### src/hdl/bxa_regs.svh
// Constants for the byte ALU: opcode codes, destination codes and bit fields.
// Assumes inclusion by bare name from any design file that needs them.
`ifndef BXA_REGS_SVH
`define BXA_REGS_SVH

// ---------------------------------------------------------------
// Operation codes
// ---------------------------------------------------------------
`define BXA_OP_NONE 3'h0
`define BXA_OP_SUB 3'h1
`define BXA_OP_XORF 3'h2
`define BXA_OP_SWAP 3'h3
`define BXA_OP_XORL 3'h4

// ---------------------------------------------------------------
// Destination select and field layout
// ---------------------------------------------------------------
`define BXA_DEST_ACC 1'h0
`define BXA_DEST_FILE 1'h1
`define BXA_ADDR_MAX 7'h7f
`define BXA_LO_MSB 3
`define BXA_HI_LSB 4
`define BXA_BYTE_MSB 7
`define BXA_ACC_RESET 8'h00
`define BXA_ZERO_BYTE 8'h00
`define BXA_FLAG_RESET 1'h0
`define BXA_ADDR_RESET 7'h00
`define BXA_BORROW_BIT 8
`define BXA_NIB_BORROW_BIT 4

`endif

### src/hdl/bxa_pkg.sv
// Types shared by the byte ALU modules.
// Assumes bxa_regs.svh is compiled alongside.
package bxa_pkg;
   // Operation selector
   typedef enum logic [2:0] {
      BXA_NONE = 3'h0,
      BXA_SUB = 3'h1,
      BXA_XORF = 3'h2,
      BXA_SWAP = 3'h3,
      BXA_XORL = 3'h4
   } bxa_op_t;
endpackage : bxa_pkg

### src/hdl/bxa_core_if.sv
// Interface carrying operands and results between top and the ALU core.
// Assumes a single clock domain; purely combinational links.
`timescale 1ns/10ps
interface bxa_core_if;
   bxa_pkg::bxa_op_t op;
   logic [7:0] acc;
   logic [7:0] operand;
   logic [7:0] result;
   logic carry;
   logic digitCarry;
   logic updCarry;
   logic updZero;
   modport top (output op, output acc, output operand,
      input result, input carry, input digitCarry, input updCarry,
      input updZero);
   modport core (input op, input acc, input operand,
      output result, output carry, output digitCarry, output updCarry,
      output updZero);
endinterface : bxa_core_if

### src/hdl/bxa_alu_core.sv
// Combinational result and flag logic of the byte ALU.
// Assumes operands are stable for the cycle; no state of its own.
`timescale 1ns/10ps
`include "bxa_regs.svh"
module bxa_alu_core (
   // Operands and results
   bxa_core_if.core alu
);
   logic [8:0] diff;
   logic [4:0] diffLo;

   // ---------------------------------------------------------------
   // Result and flags
   // ---------------------------------------------------------------
   // Extra bit of the difference is the inverted borrow
   always_comb begin
      diff = {1'b0, alu.operand} + {1'b0, ~alu.acc} + 9'h001;
      diffLo = {1'b0, alu.operand[`BXA_LO_MSB:0]}
         + {1'b0, ~alu.acc[`BXA_LO_MSB:0]} + 5'h01;
      alu.result = `BXA_ZERO_BYTE;
      alu.carry = diff[`BXA_BORROW_BIT];
      alu.digitCarry = diffLo[`BXA_NIB_BORROW_BIT];
      alu.updCarry = 1'b0;
      alu.updZero = 1'b0;
      unique case (alu.op)
         bxa_pkg::BXA_NONE: begin
         end
         bxa_pkg::BXA_SUB: begin
            alu.result = diff[`BXA_BYTE_MSB:0];
            alu.updCarry = 1'b1;
            alu.updZero = 1'b1;
         end
         bxa_pkg::BXA_XORF: begin
            alu.result = alu.acc ^ alu.operand;
            alu.updZero = 1'b1;
         end
         bxa_pkg::BXA_SWAP: begin
            alu.result = {alu.operand[`BXA_LO_MSB:0],
               alu.operand[`BXA_BYTE_MSB:`BXA_HI_LSB]};
         end
         bxa_pkg::BXA_XORL: begin
            alu.result = alu.acc ^ alu.operand;
            alu.updZero = 1'b1;
         end
         default: begin
         end
      endcase
   end
endmodule : bxa_alu_core

### src/hdl/bxa_alu.sv
// Byte ALU for subtract, XOR with file or literal, and nibble swap.
// Assumes the file register value arrives with the request each cycle.
`timescale 1ns/10ps
`include "bxa_regs.svh"
module bxa_alu (
   // Clock and reset
   input wire logic ref_clk,
   input wire logic rst_n,
   // Request
   input wire logic opValid,
   input wire logic [2:0] opCode,
   input wire logic destSel,
   input wire logic [6:0] fileAddr,
   input wire logic [7:0] operand,
   // Accumulator and write-back
   output logic [7:0] acc,
   output logic fileWrEn,
   output logic [6:0] fileWrAddr,
   output logic [7:0] fileWrData,
   // Status flags
   output logic carryFlag,
   output logic digit_carry_flag,
   output logic zeroFlag
);
   logic rstSync1;
   logic rstSync;
   logic [7:0] next_acc;
   logic next_fileWrEn;
   logic [6:0] next_fileWrAddr;
   logic [7:0] next_fileWrData;
   logic next_carryFlag;
   logic next_digit_carry_flag;
   logic next_zeroFlag;
   logic toFile;

   bxa_core_if alu ();

   // ---------------------------------------------------------------
   // Reset release
   // ---------------------------------------------------------------
   // Two stages so the release is clean against ref_clk
   always_ff @(posedge ref_clk or negedge rst_n) begin
      if (!rst_n) begin
         rstSync1 <= 1'b0;
         rstSync <= 1'b0;
      end else begin
         rstSync1 <= 1'b1;
         rstSync <= rstSync1;
      end
   end

   // ---------------------------------------------------------------
   // Datapath
   // ---------------------------------------------------------------
   // Unknown codes fall back to no operation
   always_comb begin
      alu.acc = acc;
      alu.operand = operand;
      alu.op = bxa_pkg::BXA_NONE;
      if (opValid) begin
         unique case (opCode)
            `BXA_OP_SUB: alu.op = bxa_pkg::BXA_SUB;
            `BXA_OP_XORF: alu.op = bxa_pkg::BXA_XORF;
            `BXA_OP_SWAP: alu.op = bxa_pkg::BXA_SWAP;
            `BXA_OP_XORL: alu.op = bxa_pkg::BXA_XORL;
            default: alu.op = bxa_pkg::BXA_NONE;
         endcase
      end
   end

   bxa_alu_core u_core (
      .alu(alu)
   );

   // Literal XOR ignores the destination bit
   always_comb begin
      toFile = (destSel == `BXA_DEST_FILE)
         && (alu.op != bxa_pkg::BXA_XORL)
         && (alu.op != bxa_pkg::BXA_NONE);
      next_acc = acc;
      next_fileWrEn = toFile;
      next_fileWrAddr = fileAddr & `BXA_ADDR_MAX;
      next_fileWrData = alu.result;
      next_carryFlag = carryFlag;
      next_digit_carry_flag = digit_carry_flag;
      next_zeroFlag = zeroFlag;
      if (alu.op != bxa_pkg::BXA_NONE && !toFile) begin
         next_acc = alu.result;
      end
      if (alu.updCarry) begin
         next_carryFlag = alu.carry;
         next_digit_carry_flag = alu.digitCarry;
      end
      if (alu.updZero) begin
         next_zeroFlag = (alu.result == `BXA_ZERO_BYTE);
      end
   end

   // Register all outputs
   always_ff @(posedge ref_clk or negedge rstSync) begin
      if (!rstSync) begin
         acc <= `BXA_ACC_RESET;
         fileWrEn <= 1'b0;
         fileWrAddr <= `BXA_ADDR_RESET;
         fileWrData <= `BXA_ZERO_BYTE;
         carryFlag <= `BXA_FLAG_RESET;
         digit_carry_flag <= `BXA_FLAG_RESET;
         zeroFlag <= `BXA_FLAG_RESET;
      end else begin
         acc <= next_acc;
         fileWrEn <= next_fileWrEn;
         fileWrAddr <= next_fileWrAddr;
         fileWrData <= next_fileWrData;
         carryFlag <= next_carryFlag;
         digit_carry_flag <= next_digit_carry_flag;
         zeroFlag <= next_zeroFlag;
      end
   end

   // ---------------------------------------------------------------
   // Checks
   // ---------------------------------------------------------------
   // Subtract: operands are taken at the request edge, so every
   // expectation reads them back through $past one edge later
   a_sub_result: assert property (@(posedge ref_clk)
      disable iff (!rstSync)
      opValid && opCode == `BXA_OP_SUB && !destSel
      |=> acc == $past(operand) - $past(acc))
      else $error("subtract result wrong");
   a_sub_file: assert property (@(posedge ref_clk)
      disable iff (!rstSync)
      opValid && opCode == `BXA_OP_SUB && destSel
      |=> fileWrEn && fileWrData == $past(operand) - $past(acc)
      && $stable(acc))
      else $error("subtract to file wrong");
   a_sub_carry: assert property (@(posedge ref_clk)
      disable iff (!rstSync)
      opValid && opCode == `BXA_OP_SUB
      |=> carryFlag == ($past(acc) <= $past(operand)))
      else $error("subtract carry wrong");
   a_sub_digit: assert property (@(posedge ref_clk)
      disable iff (!rstSync)
      opValid && opCode == `BXA_OP_SUB |=> digit_carry_flag ==
      ($past(acc[`BXA_LO_MSB:0]) <= $past(operand[`BXA_LO_MSB:0])))
      else $error("subtract digit carry wrong");

   // Xor with a file register: destination chosen, carry flags kept
   a_xorf_dest: assert property (@(posedge ref_clk)
      disable iff (!rstSync)
      opValid && opCode == `BXA_OP_XORF && destSel
      |=> fileWrEn && fileWrData == ($past(acc) ^ $past(operand))
      && $stable(acc) && $stable(carryFlag))
      else $error("file xor routing wrong");
   a_xorf_acc: assert property (@(posedge ref_clk)
      disable iff (!rstSync)
      opValid && opCode == `BXA_OP_XORF && !destSel
      |=> !fileWrEn && acc == ($past(acc) ^ $past(operand))
      && $stable(carryFlag) && $stable(digit_carry_flag))
      else $error("accumulator xor wrong");
   // Literal xor lands in the accumulator whatever the destination bit
   a_xorl_acc: assert property (@(posedge ref_clk)
      disable iff (!rstSync)
      opValid && opCode == `BXA_OP_XORL
      |=> !fileWrEn && acc == ($past(acc) ^ $past(operand)))
      else $error("literal xor wrong");
   a_xorl_flags: assert property (@(posedge ref_clk)
      disable iff (!rstSync)
      opValid && opCode == `BXA_OP_XORL
      |=> $stable(carryFlag) && $stable(digit_carry_flag))
      else $error("literal xor touched carry");

   // Swap moves nibbles only; no flag may follow its result
   a_swap_flags: assert property (@(posedge ref_clk)
      disable iff (!rstSync)
      opValid && opCode == `BXA_OP_SWAP && !destSel
      |=> acc == {$past(operand[`BXA_LO_MSB:0]),
      $past(operand[`BXA_BYTE_MSB:`BXA_HI_LSB])}
      && $stable(zeroFlag) && $stable(carryFlag))
      else $error("swap wrong");
   a_swap_file: assert property (@(posedge ref_clk)
      disable iff (!rstSync)
      opValid && opCode == `BXA_OP_SWAP && destSel
      |=> fileWrEn && fileWrData == {$past(operand[`BXA_LO_MSB:0]),
      $past(operand[`BXA_BYTE_MSB:`BXA_HI_LSB])} && $stable(acc)
      && $stable(zeroFlag) && $stable(carryFlag)
      && $stable(digit_carry_flag))
      else $error("swap to file wrong");

   // Zero flag follows the 8-bit result in either destination
   a_zero_flag: assert property (@(posedge ref_clk)
      disable iff (!rstSync)
      fileWrEn && $past(opCode) == `BXA_OP_XORF
      |-> zeroFlag == (fileWrData == `BXA_ZERO_BYTE))
      else $error("zero flag wrong");
   a_zero_sub: assert property (@(posedge ref_clk)
      disable iff (!rstSync)
      fileWrEn && $past(opCode) == `BXA_OP_SUB
      |-> zeroFlag == (fileWrData == `BXA_ZERO_BYTE))
      else $error("zero flag after file subtract wrong");
   a_zero_acc: assert property (@(posedge ref_clk)
      disable iff (!rstSync)
      opValid && (opCode == `BXA_OP_SUB || opCode == `BXA_OP_XORF
      || opCode == `BXA_OP_XORL)
      && (!destSel || opCode == `BXA_OP_XORL)
      |=> zeroFlag == (acc == `BXA_ZERO_BYTE))
      else $error("zero flag after accumulator write wrong");

   // Idle or unknown requests leave the accumulator and flags standing and drop fileWrEn; the write
   // address and data only matter when a write is actually issued
   a_idle_hold: assert property (@(posedge ref_clk)
      disable iff (!rstSync)
      !opValid |=> !fileWrEn && $stable(acc))
      else $error("idle changed state");
   a_bad_code: assert property (@(posedge ref_clk)
      disable iff (!rstSync)
      opValid && (opCode == `BXA_OP_NONE || opCode > `BXA_OP_XORL)
      |=> !fileWrEn && $stable(acc) && $stable(zeroFlag)
      && $stable(carryFlag) && $stable(digit_carry_flag))
      else $error("unknown code changed state");
   a_file_addr: assert property (@(posedge ref_clk)
      disable iff (!rstSync)
      opValid && destSel && (opCode == `BXA_OP_SUB
      || opCode == `BXA_OP_XORF || opCode == `BXA_OP_SWAP)
      |=> fileWrEn && fileWrAddr == $past(fileAddr))
      else $error("file write address wrong");
endmodule : bxa_alu

### config.mk
export PLATFORM = sky130hd
export DESIGN_NAME = bxa_alu
export DESIGN_NICKNAME = d
export VERILOG_FILES = /design/src/hdl/bxa_pkg.sv /design/src/hdl/bxa_core_if.sv /design/src/hdl/bxa_alu_core.sv /design/src/hdl/bxa_alu.sv
export VERILOG_INCLUDE_DIRS = /design/src /design/src/hdl
export SDC_FILE = /design/constraint.sdc
export NUM_CORES = 1
export LEC_CHECK = 0
export BUFFER_PORTS_ARGS = -buffer_cell sky130_fd_sc_hd__buf_4
export CAP_MARGIN = 20
export CORE_ASPECT_RATIO = 0.7
export CORE_MARGIN = 2
export CORE_UTILIZATION = 47
export CTS_BUF_LIST = sky130_fd_sc_hd__clkbuf_8
export CTS_CLUSTER_DIAMETER = 200
export DETAILED_ROUTE_END_ITERATION = 10
export GPL_ROUTABILITY_DRIVEN = 0
export GPL_TIMING_DRIVEN = 0
export PLACE_DENSITY = 0.78
export SLEW_MARGIN = 20
export SYNTH_ARGS = -nofsm -noshare
export SYNTH_HDL_FRONTEND = slang
export SYNTH_SLANG_ARGS = --single-unit
### constraint.sdc
create_clock -name ref_clk -period 0.8 [get_ports ref_clk]
set_input_delay 0.04 -clock ref_clk [delete_from_list [all_inputs] [get_ports ref_clk]]
set_output_delay 0.04 -clock ref_clk [all_outputs]
set_load 0.01 [all_outputs]
Word-level counts from Yosys, hierarchy flattened

Index checks and enable logic that the tools add are counted.

Add/sub/neg operators: 4
Equality and inequality tests: 9
Mux-type cells: 5
Bitwise operators: 3
Reduce and logical (&&, ||, !) cells: 8

Operators with widths:

| operator              | number |
|---|---|
| $pmux W8 S3           | 1 |
| $eq A3 B2 Y1 const B  | 4 |
| $pmux W3 S4           | 1 |
| $add A8 B8 Y9         | 1 |
| $add A9 B1 Y9 const B | 1 |
| $logic_not A8 Y1      | 1 |
| $not A8 Y8            | 1 |
| $xor A8 B8 Y8         | 1 |
| $eq A3 B1 Y1 const B  | 2 |
| $eq A3 B3 Y1 const B  | 2 |
| $add A4 B4 Y5         | 1 |
| $add A5 B1 Y5 const B | 1 |
| $not A4 Y4            | 1 |
| $logic_and A1 B1 Y1   | 3 |
| $mux W3               | 1 |
| $ne A3 B3 Y1 const B  | 1 |
| $reduce_bool A3 Y1    | 1 |
| $reduce_or A3 Y1      | 1 |
| $mux W1               | 2 |
| $reduce_or A2 Y1      | 1 |
| $logic_not A1 Y1      | 1 |

Bits in registers: 29
Input port bits: 22
Output and inout port bits: 27
Word-level logic and storage cells: 38

Depth between registers and ports, before layout

Depth after elaboration: 8
Depth in mapped cells: 9
Mapped depth without buffers: 9

Hierarchy

Synthesis repeated with hierarchy kept, for this count alone.

Cells, all modules: 195
Area total of the unflattened synthesis: 1,839.3 sq um

Modules (own cells, without submodules):

| module       | times used | cells an instance | area an instance (sq um) | sequential area each (sq um) |
|---|---|---|---|---|
| bxa_alu      | 1          | 102               | 1,239.9                  | 725.7 |
| bxa_alu_core | 1          | 93                | 599.3                    | 0.0 |

Worst setup path after synthesis

Ideal clock, no wire load.

Path type: register -> register
From: register acc[0]
To: register zeroFlag
Setup time: 0.104 ns
Arrival time: 2.318 ns
Data required time: 0.696 ns
Slack: -1.621 ns
Cell stages (with the launch flop): 9
Buffers on the path: 0
Period minus slack after synthesis: 2.421 ns
Cells stage by stage: dfrtp_1 > ha_1 > fa_1 > xnor2_1 > mux2i_1 > o22ai_1 > or3_1 > or4_1 > o41ai_2

Word-level cells in the longest chain between the ends: 5

RTL lines:

| what                              | RTL line           | RTL |
|---|---|---|
| start: declaration                | bxa_alu.sv:16      | `output logic [7:0] acc,` |
| start signal: assignment          | bxa_alu.sv:102     | `` acc <= `BXA_ACC_RESET; `` |
| start signal: assignment          | bxa_alu.sv:110     | `acc <= next_acc;` |
| $not A8 Y8                        | bxa_alu_core.sv:17 | `diff = {1'b0, alu.operand} + {1'b0, ~alu.acc} + 9'h001;` |
| $add A8 B8 Y9                     | bxa_alu_core.sv:17 |  |
| $add A9 B1 Y9                     | bxa_alu_core.sv:17 |  |
| $pmux W8 S3                       | bxa_alu_core.sv:25 | `unique case (alu.op)` |
| net alu.result[2]                 | bxa_core_if.sv:8   | `logic [7:0] result;` |
| $logic_not A8 Y1 (no source line) | --                 |  |
| end signal: assignment            | bxa_alu.sv:108     | `` zeroFlag <= `BXA_FLAG_RESET; `` |
| end signal: assignment            | bxa_alu.sv:116     | `zeroFlag <= next_zeroFlag;` |
| end: declaration                  | bxa_alu.sv:23      | `output logic zeroFlag` |

The timed path passes the listed nets, and every way through them passes these cells.
A chain may end at the register's enable or synchronous reset.

Worst setup path in the final report

Same ends and word-level chain as after synthesis.

==> impl.org <==
** Status
- The flow ran to the end, but the final reports show violations.
- Violations in the final reports :: negative setup slack

** Synthesis
- Yosys top cell area share :: 48.25%
- In this run, distinct cell masters in the synthesized netlist total about 40.
- The synthesized design spends more area on one cell type than any other, namely sky130_fd_sc_hd__dfrtp_1.
- The synthesized netlist devotes under 10% of its cell area to adder and majority cells.
- Share of synthesized area occupied by flip-flops and latches :: between 40% and 50%
- After Yosys synthesis, XOR and XNOR cells account for about 3.5% of the synthesized area.
- The synthesized netlist devotes roughly 16% of its cell area to compound gates.
- Syn nets :: 174
- Summing every instance area after synthesis gives roughly 1500 um2.
- The Yosys step of the flow raised 0 warnings.
- In the synthesized netlist the async set-or-reset flop fraction comes to 100.0%.
- Total of flip-flops plus latches after synthesis :: 29
- Most common flop cell mapped by yosys :: sky130_fd_sc_hd__dfrtp_1
- Post-Synthesis Cells :: roughly 140
- After synthesis, the largest family of logic cells by area is compound AO/OA/AOI/OAI gates.
- In this run, synthesis inferred 0 flip-flops with an integrated enable.
- Top post-synthesis cells by area :: sky130_fd_sc_hd__dfrtp_1, sky130_fd_sc_hd__ha_1, sky130_fd_sc_hd__a21oi_1
- Mapped Avg Cell Area :: between 10 and 15 um2
- After synthesis, the share of cell area in mux cells is under 10%.
- Simple-gate portion of the synthesized area :: 14.39%

** Final layout
- Antenna diodes :: 0
- The area growth from synthesis to layout is 75.62%.
- Excluding fillers, the count of instances in the completed layout stands at roughly 270.
- Cells fill between 80% and 90% of the core in the end.
- Final cell area excluding filler cells :: about 2600 um2
- After the last flow step, the layout net total stands at about 260.
- Proportion of layout cells with a drive suffix above 1 :: between 50% and 60%

** Worst setup path
- Worst Path Max Fanout :: 3
- The largest single stage delay on the critical path is 0.52 ns.
- Walking the worst path, the cells encountered are ha_4 > fa_2 > nor2_1 > a21oi_1 > o22ai_2 > or3_1 > or4_4 > o41ai_2.
- Critical Path End Type :: flip-flop
- The critical path contains buffers and inverters numbering 0 combined.
- Worst path top cell family by delay :: simple AND/OR/NAND/NOR gates
- The critical path is of the flip-flop to flip-flop type.
- Data arrives at the worst endpoint at roughly 2.8 ns.
- Type of origin of the critical path :: flip-flop
- Slowest cell on crit path :: sky130_fd_sc_hd__fa_2
- Required time of the critical path :: between 0.9 and 1 ns

** Die
- Total number of placement rows :: 17
- The floorplan step defined a die boundary enclosing 3676 um2.
- The region available for standard cell placement spans about 3100 um2.
- From bottom edge to top edge, the die measures approximately 51 um.
- In this run the count of I/O pins placed on the die edge is slightly below 50.
- From left edge to right edge, the die measures 71.61 um.
- Starting utilization of the core area :: 48.43%

** Global routing
- Entering global routing, the biggest net connects 28 pins.
- The via count of the first global-routing pass came to between 1000 and 1500.
- The initial antenna violation count is 0.
- Overall routing resource usage :: roughly 27%
- The first global-routing pass estimated ~7200 um of wire.
- The total overflow left after global routing is 0.

** Placement
- In this run the cell area measured after placement is 1992 um2.
- DPL Wire Length :: 2800 um
- After detailed placement, the design holds a cell count of about 230.
- Pre-CTS setup slack :: -1.763 ns
- Input and output buffers added on the ports amount to 46.

** Power
- The worst-case IR drop observed on VDD is roughly 1.6 mV.
- PD cells :: approximately 2300 nW/um2
- Leakage dissipation :: approximately 0.0012 uW

** Route
- After detailed routing, the average wire length per cell comes to 19.70 um.
- Dividing the detail-routed via count by the number of cells gives ~5.7.
- Final routed DRC violation total :: 0
- Across all layers, the routed design uses between 1000 and 1500 vias.
- For this block, the routed nets add up to 5220 um of wire.
- The first detailed-routing pass took 5 iterations.
- The detailed router finished its first iteration with roughly 110 violations.
- The count of nets left with antenna violations once routing finished came out at 0.

** Clock tree
- The clock tree synthesis step divided the H-tree into 2 levels.
- Clock slew at the register clock pins of the worst setup and hold paths :: 0.07 ns
- Clock tree from TritonCTS :: done
- The clock passes through at most 2 buffers.
- The root buffer cell chosen for the clock tree is sky130_fd_sc_hd__clkbuf_8.
- Clock Latency Late Sink :: 0.29 ns
- TritonCTS created 5 clock buffers.
- Sinks on Clock Net :: 29

** Worst hold path
- The min-delay analysis places its worst path in the category primary input to flip-flop.

** Timing
- Fin. max-slew vios :: 0
- Setup-failing EPs final :: between 40 and 50
- The worst path in the final design needs a cycle of approximately 2.6 ns, including I/O delays and setup.
- Worst hold slack :: 0.04403 ns
- Post-route fraction of the period consumed by the critical path :: 326.5%
- Worst Setup Slack, final :: -1.812 ns
- Setup repair after global routing could not meet its margin everywhere.
- For the final database, setup skew stands at approximately 0.01 ns.
- Final Hold Violating Endpoints :: 0
- Based on the critical path, the design can be clocked at up to 382.8 MHz.

** Flow run
- Max-cap violations in this run came to 0.
==> synthesized netlist by cell type (2+ instances only) <==
library cell              count
sky130_fd_sc_hd__inv_1       12
sky130_fd_sc_hd__xnor2_1      4
sky130_fd_sc_hd__nand2_1      9
sky130_fd_sc_hd__nor2_1      10
sky130_fd_sc_hd__nor3_1       5
sky130_fd_sc_hd__o21ai_0      3
sky130_fd_sc_hd__ha_1         8
sky130_fd_sc_hd__nand3_1      4
sky130_fd_sc_hd__a21oi_1     12
sky130_fd_sc_hd__mux2_2       4
sky130_fd_sc_hd__a22o_1       2
sky130_fd_sc_hd__a21o_1       4
sky130_fd_sc_hd__xor2_1       2
sky130_fd_sc_hd__nor2b_1      4
sky130_fd_sc_hd__buf_4        2
sky130_fd_sc_hd__dfrtp_1     29
sky130_fd_sc_hd__mux2i_1      2
sky130_fd_sc_hd__o22ai_1      4
==> sequential cells by signal, indices dropped and copies added (netlist names) <==
register,count
acc,8
fileWrData,8
carryFlag,1
zeroFlag,1
rstSync,1
fileWrEn,1
rstSync1,1
digit_carry_flag,1
fileWrAddr,7
==> path summary, 6_finish.rpt <==
kind / start / to / slack, ns / cells after the start
min: opValid / fileWrEn / 0.04 / 3
min reg2reg: rstSync / fileWrAddr[6] / 0.25 / 0
max in group asynchronous: rstSync / acc[0] / 0.27 / 0
max: acc[0] / zeroFlag / -1.81 / 8
min in group asynchronous: rst_n / rstSync / 0.11 / 2
max reg2reg: acc[0] / zeroFlag / -1.81 / 8
==> final cells by class <==
| type | instances | area, um2 |
|---|---|---|
| Clock buffer | 6 | 82.58 |
| Tap cell | 38 | 47.55 |
| Timing Repair Buffer | 76 | 734.5 |
| Clock inverter | 2 | 33.78 |
| Sequential cell | 29 | 730.7 |
| Fill cell | 149 | 464.2 |
| Buffer | 5 | 38.79 |
| Inverter | 12 | 45.04 |
| Multi-Input combinational cell | 97 | 928.4 |
==> power by group <==
| group | internal, uW | leakage [uW] | total, uW | switching [uW] |
|---|---|---|---|---|
| registers | 1660 | 0.000360 | 1840 | 175 |
| logic | 1420 | 0.000811 | 2560 | 1150 |
| clock network | 1000 | 0.0000626 | 1590 | 584 |
==> worst min-delay path: stages <==
cell	delay, ns
sky130_fd_sc_hd__buf_4	0.15
sky130_fd_sc_hd__nand2_1	0.06
sky130_fd_sc_hd__nor3_1	0.04
==> metrics by stage <==
step	TNS (ns)	power, uW
after floorplan	-15.26	2823
after global placement	-17.13	3367
after detailed placement	-17.88	3431
after CTS	-18.88	5518
after global routing	-23.07	6205
final	-22.02	5986
==> cells by family after synthesis <==
group / after synthesis
and+or+nand+nor: 40
AOI/OAI and AO/OA: 35
DFF: 29
buffers and inverters: 17
adders and majority gates: 9
xor gates and xnor gates: 6
muxes: 6
other: 1
==> repair_timing <==
| item | 4_1_cts | 5_1_grt |
|---|---|---|
| resized for setup | 49 | 23 |
| buffers inserted | 11 | 10 |
| pin swaps | 7 | 10 |
| gates cloned | 0 | 0 |
| hold endpoints to repair | 10 | 0 |
| hold buffers | 10 | 0 |
| setup endpoints to repair | 46 | 52 |
==> layer usage <==
metal	vias up	track usage, %	share of wire (%)
met5	-	0	0
met4	0	10.06	2.9
met3	14	5.917	6.7
met2	80	43.98	49
met1	740	35.13	41
li1	665	-	-
==> cell usage in the layout, fill, tap and decap left out, types with 3 or more instances in the layout <==
cell                            instances
sky130_fd_sc_hd__buf_6                 38
sky130_fd_sc_hd__buf_4                 31
sky130_fd_sc_hd__dfrtp_1               27
sky130_fd_sc_hd__dlygate4sd3_1         10
sky130_fd_sc_hd__a21oi_1                8
sky130_fd_sc_hd__inv_2                  7
sky130_fd_sc_hd__nand2_1                7
sky130_fd_sc_hd__inv_1                  6
sky130_fd_sc_hd__nor2_1                 6
sky130_fd_sc_hd__ha_4                   6
sky130_fd_sc_hd__clkbuf_8               6
sky130_fd_sc_hd__o22ai_2                4
sky130_fd_sc_hd__xnor2_1                4
sky130_fd_sc_hd__nor3_1                 4
sky130_fd_sc_hd__a21o_1                 4
sky130_fd_sc_hd__nor2b_1                3
sky130_fd_sc_hd__nor2_2                 3
sky130_fd_sc_hd__mux2_2                 3
No activity file was read; power rests on OpenSTA's default activity.
